--- src/rtl/trim_pkg.sv ---
// Purpose: Shared constants and types for the bank sample-timing trim block
// Assumes: Registers are word-indexed; byte address is four times the index
// Notes: Bank offsets follow a fixed stride from the bank 0 base
package trim_pkg;

    localparam int TRIM_W = 8;
    localparam int NUM_BANKS_DEF = 6;
    localparam int ADR_W = 12;
    localparam int DAT_W = 32;
    localparam int SEL_W = 4;
    localparam int IDX_W = 10;
    localparam int IDX_LSB = 2;

    // Register indices, four bytes apart on the bus
    localparam logic [IDX_W-1:0] BANK0_PHASE0_DELAY_TRIM_IDX = 10'h102;
    localparam logic [IDX_W-1:0] BANK0_QUADRATURE_DELAY_TRIM_IDX = 10'h103;
    localparam logic [IDX_W-1:0] BANK1_PHASE0_DELAY_TRIM_IDX = 10'h112;
    localparam logic [IDX_W-1:0] BANK1_QUADRATURE_DELAY_TRIM_IDX = 10'h113;
    localparam logic [IDX_W-1:0] BANK2_PHASE0_DELAY_TRIM_IDX = 10'h122;
    localparam logic [IDX_W-1:0] BANK2_QUADRATURE_DELAY_TRIM_IDX = 10'h123;
    localparam logic [IDX_W-1:0] BANK3_PHASE0_DELAY_TRIM_IDX = 10'h132;
    localparam logic [IDX_W-1:0] BANK3_QUADRATURE_DELAY_TRIM_IDX = 10'h133;
    localparam logic [IDX_W-1:0] BANK4_PHASE0_DELAY_TRIM_IDX = 10'h142;
    localparam logic [IDX_W-1:0] BANK4_QUADRATURE_DELAY_TRIM_IDX = 10'h143;
    localparam logic [IDX_W-1:0] BANK5_PHASE0_DELAY_TRIM_IDX = 10'h152;
    localparam logic [IDX_W-1:0] BANK5_QUADRATURE_DELAY_TRIM_IDX = 10'h153;

    localparam logic [IDX_W-1:0] BANK_STRIDE = 10'h010;
    localparam logic [IDX_W-1:0] QUAD_STEP = 10'h001;

    localparam logic [TRIM_W-1:0] TRIM_CLEAR = 8'h00;
    localparam logic [DAT_W-1:0] UNMAPPED_READ = 32'h0000_0000;
    localparam logic PHASE_SEL_RESET = 1'b0;
    localparam int TRIM_SEL_LANE = 0;

    typedef struct packed {
        logic [TRIM_W-1:0] quadrature;
        logic [TRIM_W-1:0] phase0;
    } trim_pair_t;

    typedef struct packed {
        logic cyc;
        logic stb;
        logic we;
        logic [SEL_W-1:0] sel;
        logic [ADR_W-1:0] adr;
        logic [DAT_W-1:0] dat;
    } wb_req_t;

    typedef enum logic [2:0]
    {
        ST_LOAD = 3'b001,
        ST_IDLE = 3'b010,
        ST_ACK = 3'b100
    } bus_state_t;

endpackage : trim_pkg

--- src/rtl/bank_sample_timing_trim_regs.sv ---
// Purpose: Wishbone register bank of per-bank sample-timing trim bytes
// Assumes: Factory trim bus is stable from reset release onward
// Notes: Bus is held off for one cycle after reset while trims load
//
// Our own choice: the Wishbone register port.
`timescale 1ns/1ps
// Behaviour
// Each trim register is one full read/write byte in bits 7 to 0.
// With the zero-degree phase selected each bank uses its phase0 trim.
// With the minus-ninety phase selected each bank uses its quadrature trim.
// After reset every trim holds its factory value, readable at once.
// A write replaces the trim, reads back as written and is applied.
// There is no fixed reset constant; reset content comes from factory trim.
// Bank k phase0 trim sits at index 0x1k2 and quadrature at the next one.
// Bank zero sits at the lowest indices 0x102 and 0x103 of the group.
// Phase select is an input and picks the byte routed to each delay output.
module bank_sample_timing_trim_regs
    import trim_pkg::*;
#(
    parameter int NUM_BANKS = NUM_BANKS_DEF
)
(
    // Clock and reset
    input wire logic i_sys_clk,
    input wire logic i_arst_n,
    // Wishbone slave
    input wire logic i_wb_cyc,
    input wire logic i_wb_stb,
    input wire logic i_wb_we,
    input wire logic [SEL_W-1:0] i_wb_sel,
    input wire logic [ADR_W-1:0] i_wb_adr,
    input wire logic [DAT_W-1:0] i_wb_dat,
    output logic o_wb_ack,
    output logic [DAT_W-1:0] o_wb_dat,
    // Factory trim and phase select
    input wire trim_pair_t [NUM_BANKS-1:0] i_factory_trim,
    input wire logic i_phase_quad,
    // Delay controls and status
    output logic [NUM_BANKS-1:0][TRIM_W-1:0] o_delay_trim,
    output logic o_trim_loaded
);

    wb_req_t req;
    bus_state_t state_reg;
    bus_state_t state_next;
    trim_pair_t [NUM_BANKS-1:0] trim_reg;
    logic [IDX_W-1:0] req_idx;
    logic [NUM_BANKS-1:0] hit_phase0;
    logic [NUM_BANKS-1:0] hit_quad;
    logic take;
    logic do_write;
    logic [DAT_W-1:0] read_next;
    logic phase_quad_sync;

    assign req = '{cyc: i_wb_cyc, stb: i_wb_stb, we: i_wb_we,
                   sel: i_wb_sel, adr: i_wb_adr, dat: i_wb_dat};
    assign req_idx = req.adr[ADR_W-1:IDX_LSB];
    assign take = (state_reg == ST_IDLE) && req.cyc && req.stb;
    assign do_write = take && req.we && req.sel[TRIM_SEL_LANE];

    // Address decode, one pair of indices per bank
    genvar k;
    generate
        for (k = 0; k < NUM_BANKS; k++)
        begin : g_dec
            localparam logic [IDX_W-1:0] P0_IDX = IDX_W'(
                BANK0_PHASE0_DELAY_TRIM_IDX + k * BANK_STRIDE);
            localparam logic [IDX_W-1:0] Q_IDX = IDX_W'(P0_IDX + QUAD_STEP);
            assign hit_phase0[k] = (req_idx == P0_IDX);
            assign hit_quad[k] = (req_idx == Q_IDX);
        end
    endgenerate

    // Bus sequencing; the load state keeps reads from seeing a blank trim
    always_comb
    begin
        state_next = state_reg;
        case (state_reg)
            ST_LOAD: state_next = ST_IDLE;
            ST_IDLE: if (take) state_next = ST_ACK;
            ST_ACK: state_next = ST_IDLE;
            default: state_next = ST_LOAD;
        endcase
    end

    always_ff @(posedge i_sys_clk or negedge i_arst_n)
    begin
        if (!i_arst_n)
            state_reg <= ST_LOAD;
        else
            state_reg <= state_next;
    end

    // Trim storage; factory values land in the first cycle after release
    generate
        for (k = 0; k < NUM_BANKS; k++)
        begin : g_trim
            always_ff @(posedge i_sys_clk or negedge i_arst_n)
            begin
                if (!i_arst_n)
                    trim_reg[k] <= '{quadrature: TRIM_CLEAR,
                                     phase0: TRIM_CLEAR};
                else if (state_reg == ST_LOAD)
                    trim_reg[k] <= i_factory_trim[k];
                else if (do_write && hit_phase0[k])
                    trim_reg[k].phase0 <= req.dat[TRIM_W-1:0];
                else if (do_write && hit_quad[k])
                    trim_reg[k].quadrature <= req.dat[TRIM_W-1:0];
            end
        end
    endgenerate

    // Read data; unmapped indices read as zero, upper bits always zero
    always_comb
    begin
        read_next = UNMAPPED_READ;
        for (int b = 0; b < NUM_BANKS; b++)
        begin
            if (hit_phase0[b])
                read_next = {{(DAT_W-TRIM_W){1'b0}}, trim_reg[b].phase0};
            if (hit_quad[b])
                read_next = {{(DAT_W-TRIM_W){1'b0}}, trim_reg[b].quadrature};
        end
    end

    always_ff @(posedge i_sys_clk or negedge i_arst_n)
    begin
        if (!i_arst_n)
        begin
            o_wb_ack <= 1'b0;
            o_wb_dat <= UNMAPPED_READ;
        end
        else
        begin
            o_wb_ack <= take;
            if (take && !req.we)
                o_wb_dat <= read_next;
        end
    end

    always_ff @(posedge i_sys_clk or negedge i_arst_n)
    begin
        if (!i_arst_n)
            o_trim_loaded <= 1'b0;
        else if (state_reg == ST_LOAD)
            o_trim_loaded <= 1'b1;
    end

    // Phase select may come from another clock, so it is synchronised
    trim_sync2 u_phase_sync
    (
        .i_sys_clk(i_sys_clk),
        .i_arst_n(i_arst_n),
        .i_level(i_phase_quad),
        .o_level(phase_quad_sync)
    );

    trim_bank_select #(.NUM_BANKS(NUM_BANKS)) u_select
    (
        .i_sys_clk(i_sys_clk),
        .i_arst_n(i_arst_n),
        .i_trim(trim_reg),
        .i_phase_quad(phase_quad_sync),
        .o_delay_trim(o_delay_trim)
    );

endmodule : bank_sample_timing_trim_regs

--- src/rtl/trim_sync2.sv ---
// Purpose: Two-flop synchroniser for a level from another domain
// Assumes: Input is a slowly changing level
// Notes: First stage is read only by the second stage
`timescale 1ns/1ps
module trim_sync2
    import trim_pkg::*;
(
    // Clock and reset
    input wire logic i_sys_clk,
    input wire logic i_arst_n,
    // Level
    input wire logic i_level,
    output logic o_level
);

    logic meta_reg;

    always_ff @(posedge i_sys_clk or negedge i_arst_n)
    begin
        if (!i_arst_n)
        begin
            meta_reg <= PHASE_SEL_RESET;
            o_level <= PHASE_SEL_RESET;
        end
        else
        begin
            meta_reg <= i_level;
            o_level <= meta_reg;
        end
    end

endmodule : trim_sync2

--- src/rtl/trim_bank_select.sv ---
// Purpose: Per-bank choice of the trim byte that drives the delay element
// Assumes: Phase select is already synchronised
// Notes: Outputs are registered so the delay controls never glitch
`timescale 1ns/1ps
module trim_bank_select
    import trim_pkg::*;
#(
    parameter int NUM_BANKS = NUM_BANKS_DEF
)
(
    // Clock and reset
    input wire logic i_sys_clk,
    input wire logic i_arst_n,
    // Trim store and phase
    input wire trim_pair_t [NUM_BANKS-1:0] i_trim,
    input wire logic i_phase_quad,
    // Delay controls
    output logic [NUM_BANKS-1:0][TRIM_W-1:0] o_delay_trim
);

    genvar k;
    generate
        for (k = 0; k < NUM_BANKS; k++)
        begin : g_bank
            always_ff @(posedge i_sys_clk or negedge i_arst_n)
            begin
                if (!i_arst_n)
                    o_delay_trim[k] <= TRIM_CLEAR;
                else if (i_phase_quad)
                    o_delay_trim[k] <= i_trim[k].quadrature;
                else
                    o_delay_trim[k] <= i_trim[k].phase0;
            end
        end
    endgenerate

endmodule : trim_bank_select

--- config.mk ---
export PLATFORM = sky130hd
export DESIGN_NAME = bank_sample_timing_trim_regs
export DESIGN_NICKNAME = d
export VERILOG_FILES = /design/src/rtl/trim_pkg.sv /design/src/rtl/bank_sample_timing_trim_regs.sv /design/src/rtl/trim_sync2.sv /design/src/rtl/trim_bank_select.sv
export SDC_FILE = /design/constraint.sdc
export NUM_CORES = 1
export LEC_CHECK = 0
export CORE_ASPECT_RATIO = 0.7
export CORE_MARGIN = 4
export CORE_UTILIZATION = 58
export CTS_CLUSTER_SIZE = 28
export DETAILED_ROUTE_END_ITERATION = 10
export DONT_BUFFER_PORTS = 1
export PLACE_DENSITY = 0.82
export SLEW_MARGIN = 20
export SYNTH_ARGS = -nofsm -noshare
export SYNTH_HDL_FRONTEND = slang
export SYNTH_SLANG_ARGS = --single-unit
--- constraint.sdc ---
create_clock -name i_sys_clk -period 2.1 [get_ports i_sys_clk]
set_clock_uncertainty 0.15 [all_clocks]
set_input_delay 0.21 -clock i_sys_clk [delete_from_list [all_inputs] [get_ports i_sys_clk]]
set_output_delay 0.21 -clock i_sys_clk [all_outputs]
set_load 0.02 [all_outputs]
# Word level (Yosys, flattened, before mapping)
# Cells that the tools add are included.
[totals] ff_bits=183 output_inout_bits=82
[classes] eq_ne=22 n_mux=44 n_reduce_logical=37
[op_table] cell="$mux 32" count=11
[op_table] cell="$mux 8" count=25
[op_table] cell="$eq 10x9->1 const B" count=12
[op_table] cell="$mux 16" count=6
[op_table] cell="$reduce_bool 2->1" count=12
[op_table] cell="$logic_and 1x1->1" count=17
[op_table] cell="$ne 2x2->1 const B" count=7
[op_table] cell="$reduce_and 2->1" count=6
[op_table] cell="$pmux 3 s2" count=1
[op_table] cell="$eq 3x1->1 const B" count=1
[op_table] cell="$eq 3x2->1 const B" count=1
[op_table] cell="$eq 3x3->1 const B" count=1
[op_table] cell="$mux 3" count=1
[op_table] cell="$reduce_or 2->1" count=1
[op_table] cell="$logic_not 1->1" count=1

# Logic depth before layout (Yosys ltp)
# Gate-level depths: netlist of the first run.
[logic_depth] word_depth=13 depth_mapped=8

# By module
# A second synthesis of the first run with hierarchy kept.
[hier_totals] cells_unflattened=737 area_unflattened_um2=8120.3
[by_module_without_submodules] mod="bank_sample_timing_trim_regs" n_inst=1 cells_per_inst=634 area_each_um2=6209.7 seq_area_each_um2=2728.9
[by_module_without_submodules] mod="trim_bank_select" n_inst=1 cells_per_inst=101 area_each_um2=1860.5 seq_area_each_um2=1201.2
[by_module_without_submodules] mod="trim_sync2" n_inst=1 cells_per_inst=2 area_each_um2=50.0 seq_area_each_um2=50.0

# Worst setup path after synthesis of the first run
# Ideal clock, no wire load.
[synth_path] path_kind="register -> register" from="register state_reg[2]" to="register trim_reg[0] (netlist name)" setup_ns=0.128 arrival_time_ns=1.818 slack_ns=0.004 stages_incl_launch_ff=6 n_path_buf=0 period_less_slack_ns=2.096 cell_sequence="dfrtp_1 -> and4bb_2 -> nand4_2 -> nor4_4 -> mux2i_1 -> o21ai_2"
[synth_via] elab_chain_len=7
[synth_lines] element="start, declared" line_no="bank_sample_timing_trim_regs.sv:44" text="bus_state_t state_reg;"
[synth_lines] element="start signal, assigned" line_no="bank_sample_timing_trim_regs.sv:91" text="state_reg <= state_next;"
[synth_lines] element="$eq 3x2->1" line_no="bank_sample_timing_trim_regs.sv:58" text="assign take = (state_reg == ST_IDLE) && req.cyc && req.stb;"
[synth_lines] element="$logic_and 1x1->1 (2 in a row)" line_no="bank_sample_timing_trim_regs.sv:58"
[synth_lines] element="$logic_and 1x1->1 (2 in a row)" line_no="bank_sample_timing_trim_regs.sv:59" text="assign do_write = take && req.we && req.sel[TRIM_SEL_LANE];"
[synth_lines] element="$logic_and 1x1->1" line_no="bank_sample_timing_trim_regs.sv:105" text="else if (do_write && hit_phase0[k])"
[synth_lines] element="$reduce_bool 2->1 (no source line)"
[synth_lines] element="end signal, assigned by index" line_no="bank_sample_timing_trim_regs.sv:101" text="trim_reg[k] <= '{quadrature: TRIM_CLEAR,"
[synth_lines] element="end signal, assigned by index" line_no="bank_sample_timing_trim_regs.sv:104" text="trim_reg[k] <= i_factory_trim[k];"
[synth_lines] element="end, declared" line_no="bank_sample_timing_trim_regs.sv:46" text="trim_pair_t [NUM_BANKS-1:0] trim_reg;"
# Several ways; a longest one is shown, not always the timed one.
# A chain may end at the register's enable or synchronous reset.

# Worst setup path after layout of the first run
[layout_path] from="register state_reg[0]" to="register trim_reg[1] (netlist name)"
# Same word-level chain as after synthesis.

==> summary.md, run 1 <==
| Metric | Value |
|---|---|
| Status | `finished, violations left` |
| Failing checks | `negative hold slack, negative setup slack` |
| Io pins | `232` |
| DRT iter0 DRCs | `860` |
| Top layer in use | `met5` |
| Unrepaired setup endpoints after global routing | `yes` |
| Longest Clk Path Bufs | `2` |
| GRT Util Overall | `34.8%` |
| Yosys warnings | `0` |
| Area grow syn2layout | `25.4%` |
| Fillers | `920` |
| Critical Path Slowest Stage Cell | `dfstp_2` |
| Initial DRT Pass Iterations | `6` |
| TritonCTS buffer count | `17` |
| Die Span Y | `106 µm` |
| Clk Latency, worst-skew pair | `0.43 ns` |
| H-tree depth | `4` |
| Hold-fix buffers, CTS | `113` |
| Total wire length | `26,900 µm` |
| Vias in the first global route | `6,997` |
| CTS tree | `yes` |
| CP max stage delay | `0.39 ns` |
| Ys async rst share | `100%` |
| Top-area cell type share of the netlist area | `50.1%` |
| Die area | `15,600 µm²` |
| Synthesized cell area | `7890 µm²` |
| Static leakage | `4.18 nW` |
| Wire length per cell | `25.2 µm` |
| Gr ovfl total | `0` |
| Post-synth EDFFs | `0` |
| Post-CTS Repair Setup Buffers | `0` |
| Data required time of the worst path | `2.25 ns` |
| DR vias | `6,684` |
| ANT nets after route | `0` |
| Non-Filler Instances | `1,068` |
| Routed vias/inst | `6.26` |
| Hold Path Class | `input pin to asynchronous set/reset pin` |
| Root buffer cell | `clkbuf_16` |
| # clock sinks | `159` |
| Crit path kind | `flip-flop to flip-flop` |
| Post-synthesis sequential area ratio | `50.5%` |
| Gpl congestion | `0.950` |
| Critical Path Start Type | `flip-flop` |
| Initial Util | `59.6%` |
| Ys flop type | `dfrtp_1` |
| Slew HR | `60.6%` |
| Port bufs | `0` |
| Initial antenna violation count | `3` |
| Hold_ws | `-0.674 ns` |
| Slack of the critical path | `-0.0170 ns` |
| Largest net degree at the start of global routing | `160` |
| Synth area leader | `dfrtp_1` |
| First-pass GRT wire length | `41,000 µm` |
| FF-to-FF Start | `state_reg[0]` |
| R2R setup slack | `-0.02 ns` |
| Synthesized area per cell | `10.4 µm²` |
| Slew @ Worst Pin | `0.591 ns` |
| Layout cells sized above 1 | `16.2%` |
| Register-to-Register Path Depth | `6` |
| Maxcap violations | `0` |
| Hold Vio Cnt, Final | `159` |
| Min cycle time layout | `2.12 ns` |
| PD cells | `1380 nW/µm²` |
| Post-Place Worst Slack | `-0.0774 ns` |
| Clk pin slew, worst setup/hold paths | `0.07 ns` |
| CP max FO | `7` |
| Area contributors post-synth | `dfrtp_1 (50%), mux2i_1 (7.4%), mux2_2 (7.3%), a21oi_1 (6.3%), o21ai_0 (3.9%)` |
| Finish-stage setup viols | `1` |
| VDD IR max | `0.752 mV` |
| Nets | `1,019` |
| Synth Instances | `758` |
| Final count of pins violating max slew | `0` |
| Arrival time at the worst endpoint | `2.27 ns` |
| Metal2 WL | `12,100 µm` |
| Residual DRC | `0` |
| Crit-path cells | `and4bb_2, nand4_2, nor4_4, buf_4, mux2i_1, o21ai_1` |
| Die X | `147 µm` |
| Core area | `13,200 µm²` |
| FMAX | `0.472 GHz` |
| Synthesized flop and latch total | `159` |
| Cell variety after synth | `59` |
| Met3 WL | `3340 µm` |
| DP HPWL | `16,800 µm` |
| Crit end category | `flip-flop` |
| Row cnt | `35` |
| RR Endpoint | `trim_reg[1]` |
| Max reg flops | `96` |
| Placed cells | `921` |
| Final worst-path cycle share | `101%` |
| M1 WL | `10,900 µm` |
-- synthesized netlist by cell type (2+ instances only) --
master     instances
nand2_1           67
nand2b_1           7
dfrtp_1          158
a22o_1             2
o21ai_1            8
nand4_2            3
o21ai_2            2
nor3_1             7
mux2i_1           58
a31oi_1            4
inv_1              4
a211oi_1           2
buf_4             24
a211o_1            2
o2bb2ai_1          3
o32ai_1            2
a22oi_1            5
clkbuf_1          30
and3_1             2
buf_1             12
nor2_1            57
o31ai_4            2
a21oi_1          100
o22ai_1            4
o211ai_1           3
mux2_2            51
and4_1             2
nand3_1            8
o31ai_1            4
o21ai_0           62
nor3_4             3
buf_2             10
nor2b_1            3
mux4_2             7
a221oi_1           3
nor4_1             2
and2_1            13
-- cell usage in the layout (no fill, tap or decap), types with 3 or more instances in the layout --
cell,instances
mux2_2,51
a22oi_1,5
and2_1,12
mux4_2,7
nor2_1,57
buf_4,24
nor3_1,6
nand2_1,67
nor3_4,3
o31ai_1,4
o22ai_1,4
buf_12,6
clkbuf_16,17
o21ai_0,62
inv_1,4
nand2b_1,7
a221oi_1,3
a31oi_1,3
mux2i_1,58
nor2b_1,3
dfrtp_1,157
a21oi_1,100
clkinvlp_4,5
dlygate4sd3_1,113
o21ai_1,8
o211ai_1,3
inv_6,5
conb_1,24
o2bb2ai_1,3
nand3_1,8
-- power by group --
group          leakage [nW]  internal, mW  switching, mW
Clock                 0.274          1.81           1.38
Sequential             1.90          4.50           1.75
Combinational          2.01          1.82           2.37
Total                  4.18          8.12           5.50
-- kinds of logic after synthesis --
group / Yosys count / synth area share, %
flip-flops: 159 / 50.5
AO/OA/AOI/OAI: 214 / 15.5
multiplexers: 116 / 16.6
buffers and inverters: 81 / 5.16
other: 1 / 0.0475
AND/OR/NAND/NOR: 186 / 12.1
XOR/XNOR: 1 / 0.111
-- how the worst max path moves through the flow --
stage	from	endpoint	slack, ns	cells past startpoint
floorplan	state_reg[2]	trim_reg[0]	0.004	5
global placement	state_reg[0]	trim_reg[35]	0.03	5
detailed placement	state_reg[0]	trim_reg[45]	-0.08	5
CTS	state_reg[0]	trim_reg[1]	0.006	6
global route	state_reg[0]	trim_reg[1]	-0.16	6
finish	state_reg[0]	trim_reg[1]	-0.02	6
-- per-layer routing --
layer | GRT usage, % | up-vias
li1 | - | 2884
met1 | 47.0 | 3323
met2 | 52.0 | 415
met3 | 14.7 | 56
met4 | 9.71 | 6
met5 | 0 | -
-- cell type report --
| class | instances | area (µm²) | share of cell area (%) |
|---|---|---|---|
| sequential | 159 | 3980 | 40.2 |
| multi-input combinational | 541 | 3620 | 36.6 |
| timing repair buffer | 145 | 1450 | 14.6 |
| clock buffer | 19 | 443 | 4.48 |
| tap | 185 | 231 | 2.34 |
| clock inverter | 13 | 150 | 1.52 |
| inverter | 5 | 18.8 | 0.190 |
| antenna | 1 | 2.50 | 0.0253 |
-- critical path: cells and delay by family, from the launching register on --
kind                   cells  cell delay [ns]
AO/OA/AOI/OAI              1             0.09
buffers and inverters      1             0.20
flip-flops                 1             0.39
multiplexers               1             0.24
AND/OR/NAND/NOR            3             0.91
-- metrics by stage --
stage	instance area (µm²)	TNS (ns)	utilization [%]	total power [mW]
5_1_grt	9890	-1.95	74.8	14.3
3_5_place_dp	8130	-0.330	61.5	9.97
6_report	9890	-0.0170	74.8	13.6
2_1_floorplan	7970	0	-	8.62
3_3_place_gp	8130	0	61.5	9.71
4_1_cts	9870	0	74.6	13.3
-- timing repair --
action / in CTS / in global routing
hold endpoints to repair: 267 / 159
gates cloned: 0 / 1
setup endpoints to repair: 15 / 68
resized for setup: 2 / 6
Power figures use the tool's default switching activity.
==> inputs of run 2 (changes only) <==
==> constraint.sdc (replaced) <==
create_clock -name i_sys_clk -period 1.7 [get_ports i_sys_clk]
set_clock_uncertainty 0.15 [all_clocks]
set_input_delay 0.17 -clock i_sys_clk [delete_from_list [all_inputs] [get_ports i_sys_clk]]
set_output_delay 0.17 -clock i_sys_clk [all_outputs]
set_load 0.02 [all_outputs]
==> summary.md, run 2 (same netlist as run 1, synthesis figures left out) <==
| Metric | Value |
|---|---|
| Failing checks | `negative hold slack, negative setup slack` |
| Area grow syn2layout | `34.5%` |
| Gpl congestion | `0.935` |
| Data required time of the worst path | `1.82 ns` |
| Total wire length | `27,900 µm` |
| VDD IR max | `1.02 mV` |
| Overall power | `18.0 mW` |
| Longest Clk Path Bufs | `2` |
| Residual DRC | `0` |
| Most common cell after layout, fill and taps aside | `dfrtp_1` |
| Critical Path Slowest Stage Cell | `dfrtp_1` |
| Root buffer cell | `clkbuf_16` |
| Crit end category | `flip-flop` |
| Post-Place Worst Slack | `-0.349 ns` |
| Unrepaired setup endpoints after global routing | `yes` |
| DRT iter0 DRCs | `926` |
| Slack of the critical path | `-0.391 ns` |
| Io pins | `232` |
| Layout cells sized above 1 | `24.8%` |
| H-tree depth | `4` |
| Status | `finished, violations left` |
| Hold Vio Cnt, Final | `159` |
| Finish-stage setup viols | `104` |
| Port bufs | `0` |
| Static leakage | `4.49 nW` |
| ANT nets after route | `0` |
| Max reg flops | `96` |
| Vias in the first global route | `7,351` |
| First-pass GRT wire length | `42,600 µm` |
| Crit path max-delay family | `simple AND/OR/NAND/NOR gates` |
| Arrival time at the worst endpoint | `2.21 ns` |
| Most frequent cells in the layout | `dfrtp_1 (156), dlygate4sd3_1 (112), a21oi_1 (93), nand2_1 (66), buf_4 (59)` |
| Hold Path Class | `input pin to asynchronous set/reset pin` |
| Critical Path Start Type | `flip-flop` |
| # clock sinks | `159` |
| GRT Util Overall | `35.8%` |
| Nets | `1,065` |
| TritonCTS buffer count | `17` |
| Largest net degree at the start of global routing | `160` |
| Clk pin slew, worst setup/hold paths | `0.06 ns` |
| DP HPWL | `16,500 µm` |
| Clk Latency, worst-skew pair | `0.43 ns` |
| Initial DRT Pass Iterations | `6` |
| Die Span Y | `106 µm` |
| Crit path kind | `flip-flop to flip-flop` |
| Hold_ws | `-0.707 ns` |
| Die area | `15,600 µm²` |
| PD cells | `1700 nW/µm²` |
| CP max stage delay | `0.38 ns` |
| Wire length per cell | `25.1 µm` |
| Die X | `147 µm` |
| Final count of pins violating max slew | `0` |
| CP max FO | `8` |
| Initial antenna violation count | `1` |
| Min cycle time layout | `2.09 ns` |
| Maxcap violations | `0` |
| FMAX | `0.478 GHz` |
| Gr ovfl total | `0` |
| Crit-path cells | `and4bb_4, nand4_4, buf_4, nor3_4, buf_12, mux2i_2, o21ai_0` |
| CTS tree | `yes` |
| Routed vias/inst | `6.44` |
| DR vias | `7,173` |
| Critical path buffers and inverters | `2` |
| Final worst-path cycle share | `123%` |
| Row cnt | `35` |
| Core area | `13,200 µm²` |
| Initial Util | `59.6%` |
==> run 2: layer usage <==
metal	up-vias	part of all wire, %	track usage (%)
met3	123	12	13.1
met1	3504	38	46.4
met4	3	4.1	14.1
met2	568	45	54.7
li1	2975	-	-
met5	-	0.27	4.33
==> run 2: path summary, 6_finish.rpt <==
check / startpoint / endpoint / slack, ns / cells after the start
max: state_reg[2] / trim_reg[15] / -0.39 / 7
min: i_arst_n / u_select.o_delay_trim[1] / -0.71 / 0
max reg2reg: state_reg[2] / trim_reg[15] / -0.39 / 7
min reg2reg: u_phase_sync.meta_reg / u_phase_sync.o_level / 0.21 / 0
max in group asynchronous: i_arst_n / u_phase_sync.o_level / 1.85 / 0
min in group i_sys_clk: i_wb_adr[3] / o_wb_dat[3] / 0.01 / 4
==> run 2: layout make-up <==
type | count | area, µm²
well taps | 185 | 231
diodes | 1 | 2.50
flip-flops and latches | 159 | 3980
inverters | 5 | 18.8
multi-input cells | 541 | 3870
clock buffers | 18 | 439
fillers | 763 | 2620
clock inverters | 14 | 133
repair buffers | 191 | 1930
==> run 2: worst reg2reg max path, delay by kind of cell, from the launching register on <==
| family | cells | cell delay, ns |
|---|---|---|
| AOI/OAI and AO/OA | 1 | 0.15 |
| buffers and inverters | 2 | 0.36 |
| DFF | 1 | 0.38 |
| muxes | 1 | 0.23 |
| and+or+nand+nor | 3 | 0.67 |
==> run 2: timing repair <==
action	in CTS	in global routing
setup endpoints to repair	102	104
pin swaps	11	10
resized for setup	38	24
hold buffers	111	1
cloned	3	0
setup buffers	11	1
hold endpoints to repair	267	165
==> run 2: power breakdown <==
group	internal [mW]	switching [mW]
clock	2.08	1.67
sequential	5.56	2.21
combinational	3.08	3.41
total	10.7	7.29
==> run 2: per-stage QoR <==
step | hold WS (ns) | cell area (µm²) | util, % | cells | setup TNS, ns
6_report | -0.707 | 10600 | 80.2 | 1114 | -20.94
5_1_grt | -0.728 | 10600 | 80.2 | 1114 | -26.32
4_1_cts | -0.714 | 10500 | 79.5 | 1111 | -16.80
3_5_place_dp | -0.270 | 8530 | 64.5 | 955 | -15.56
3_3_place_gp | -0.270 | 8530 | 64.5 | 955 | -12.01
2_1_floorplan | -0.276 | 8130 | - | 781 | -14.11
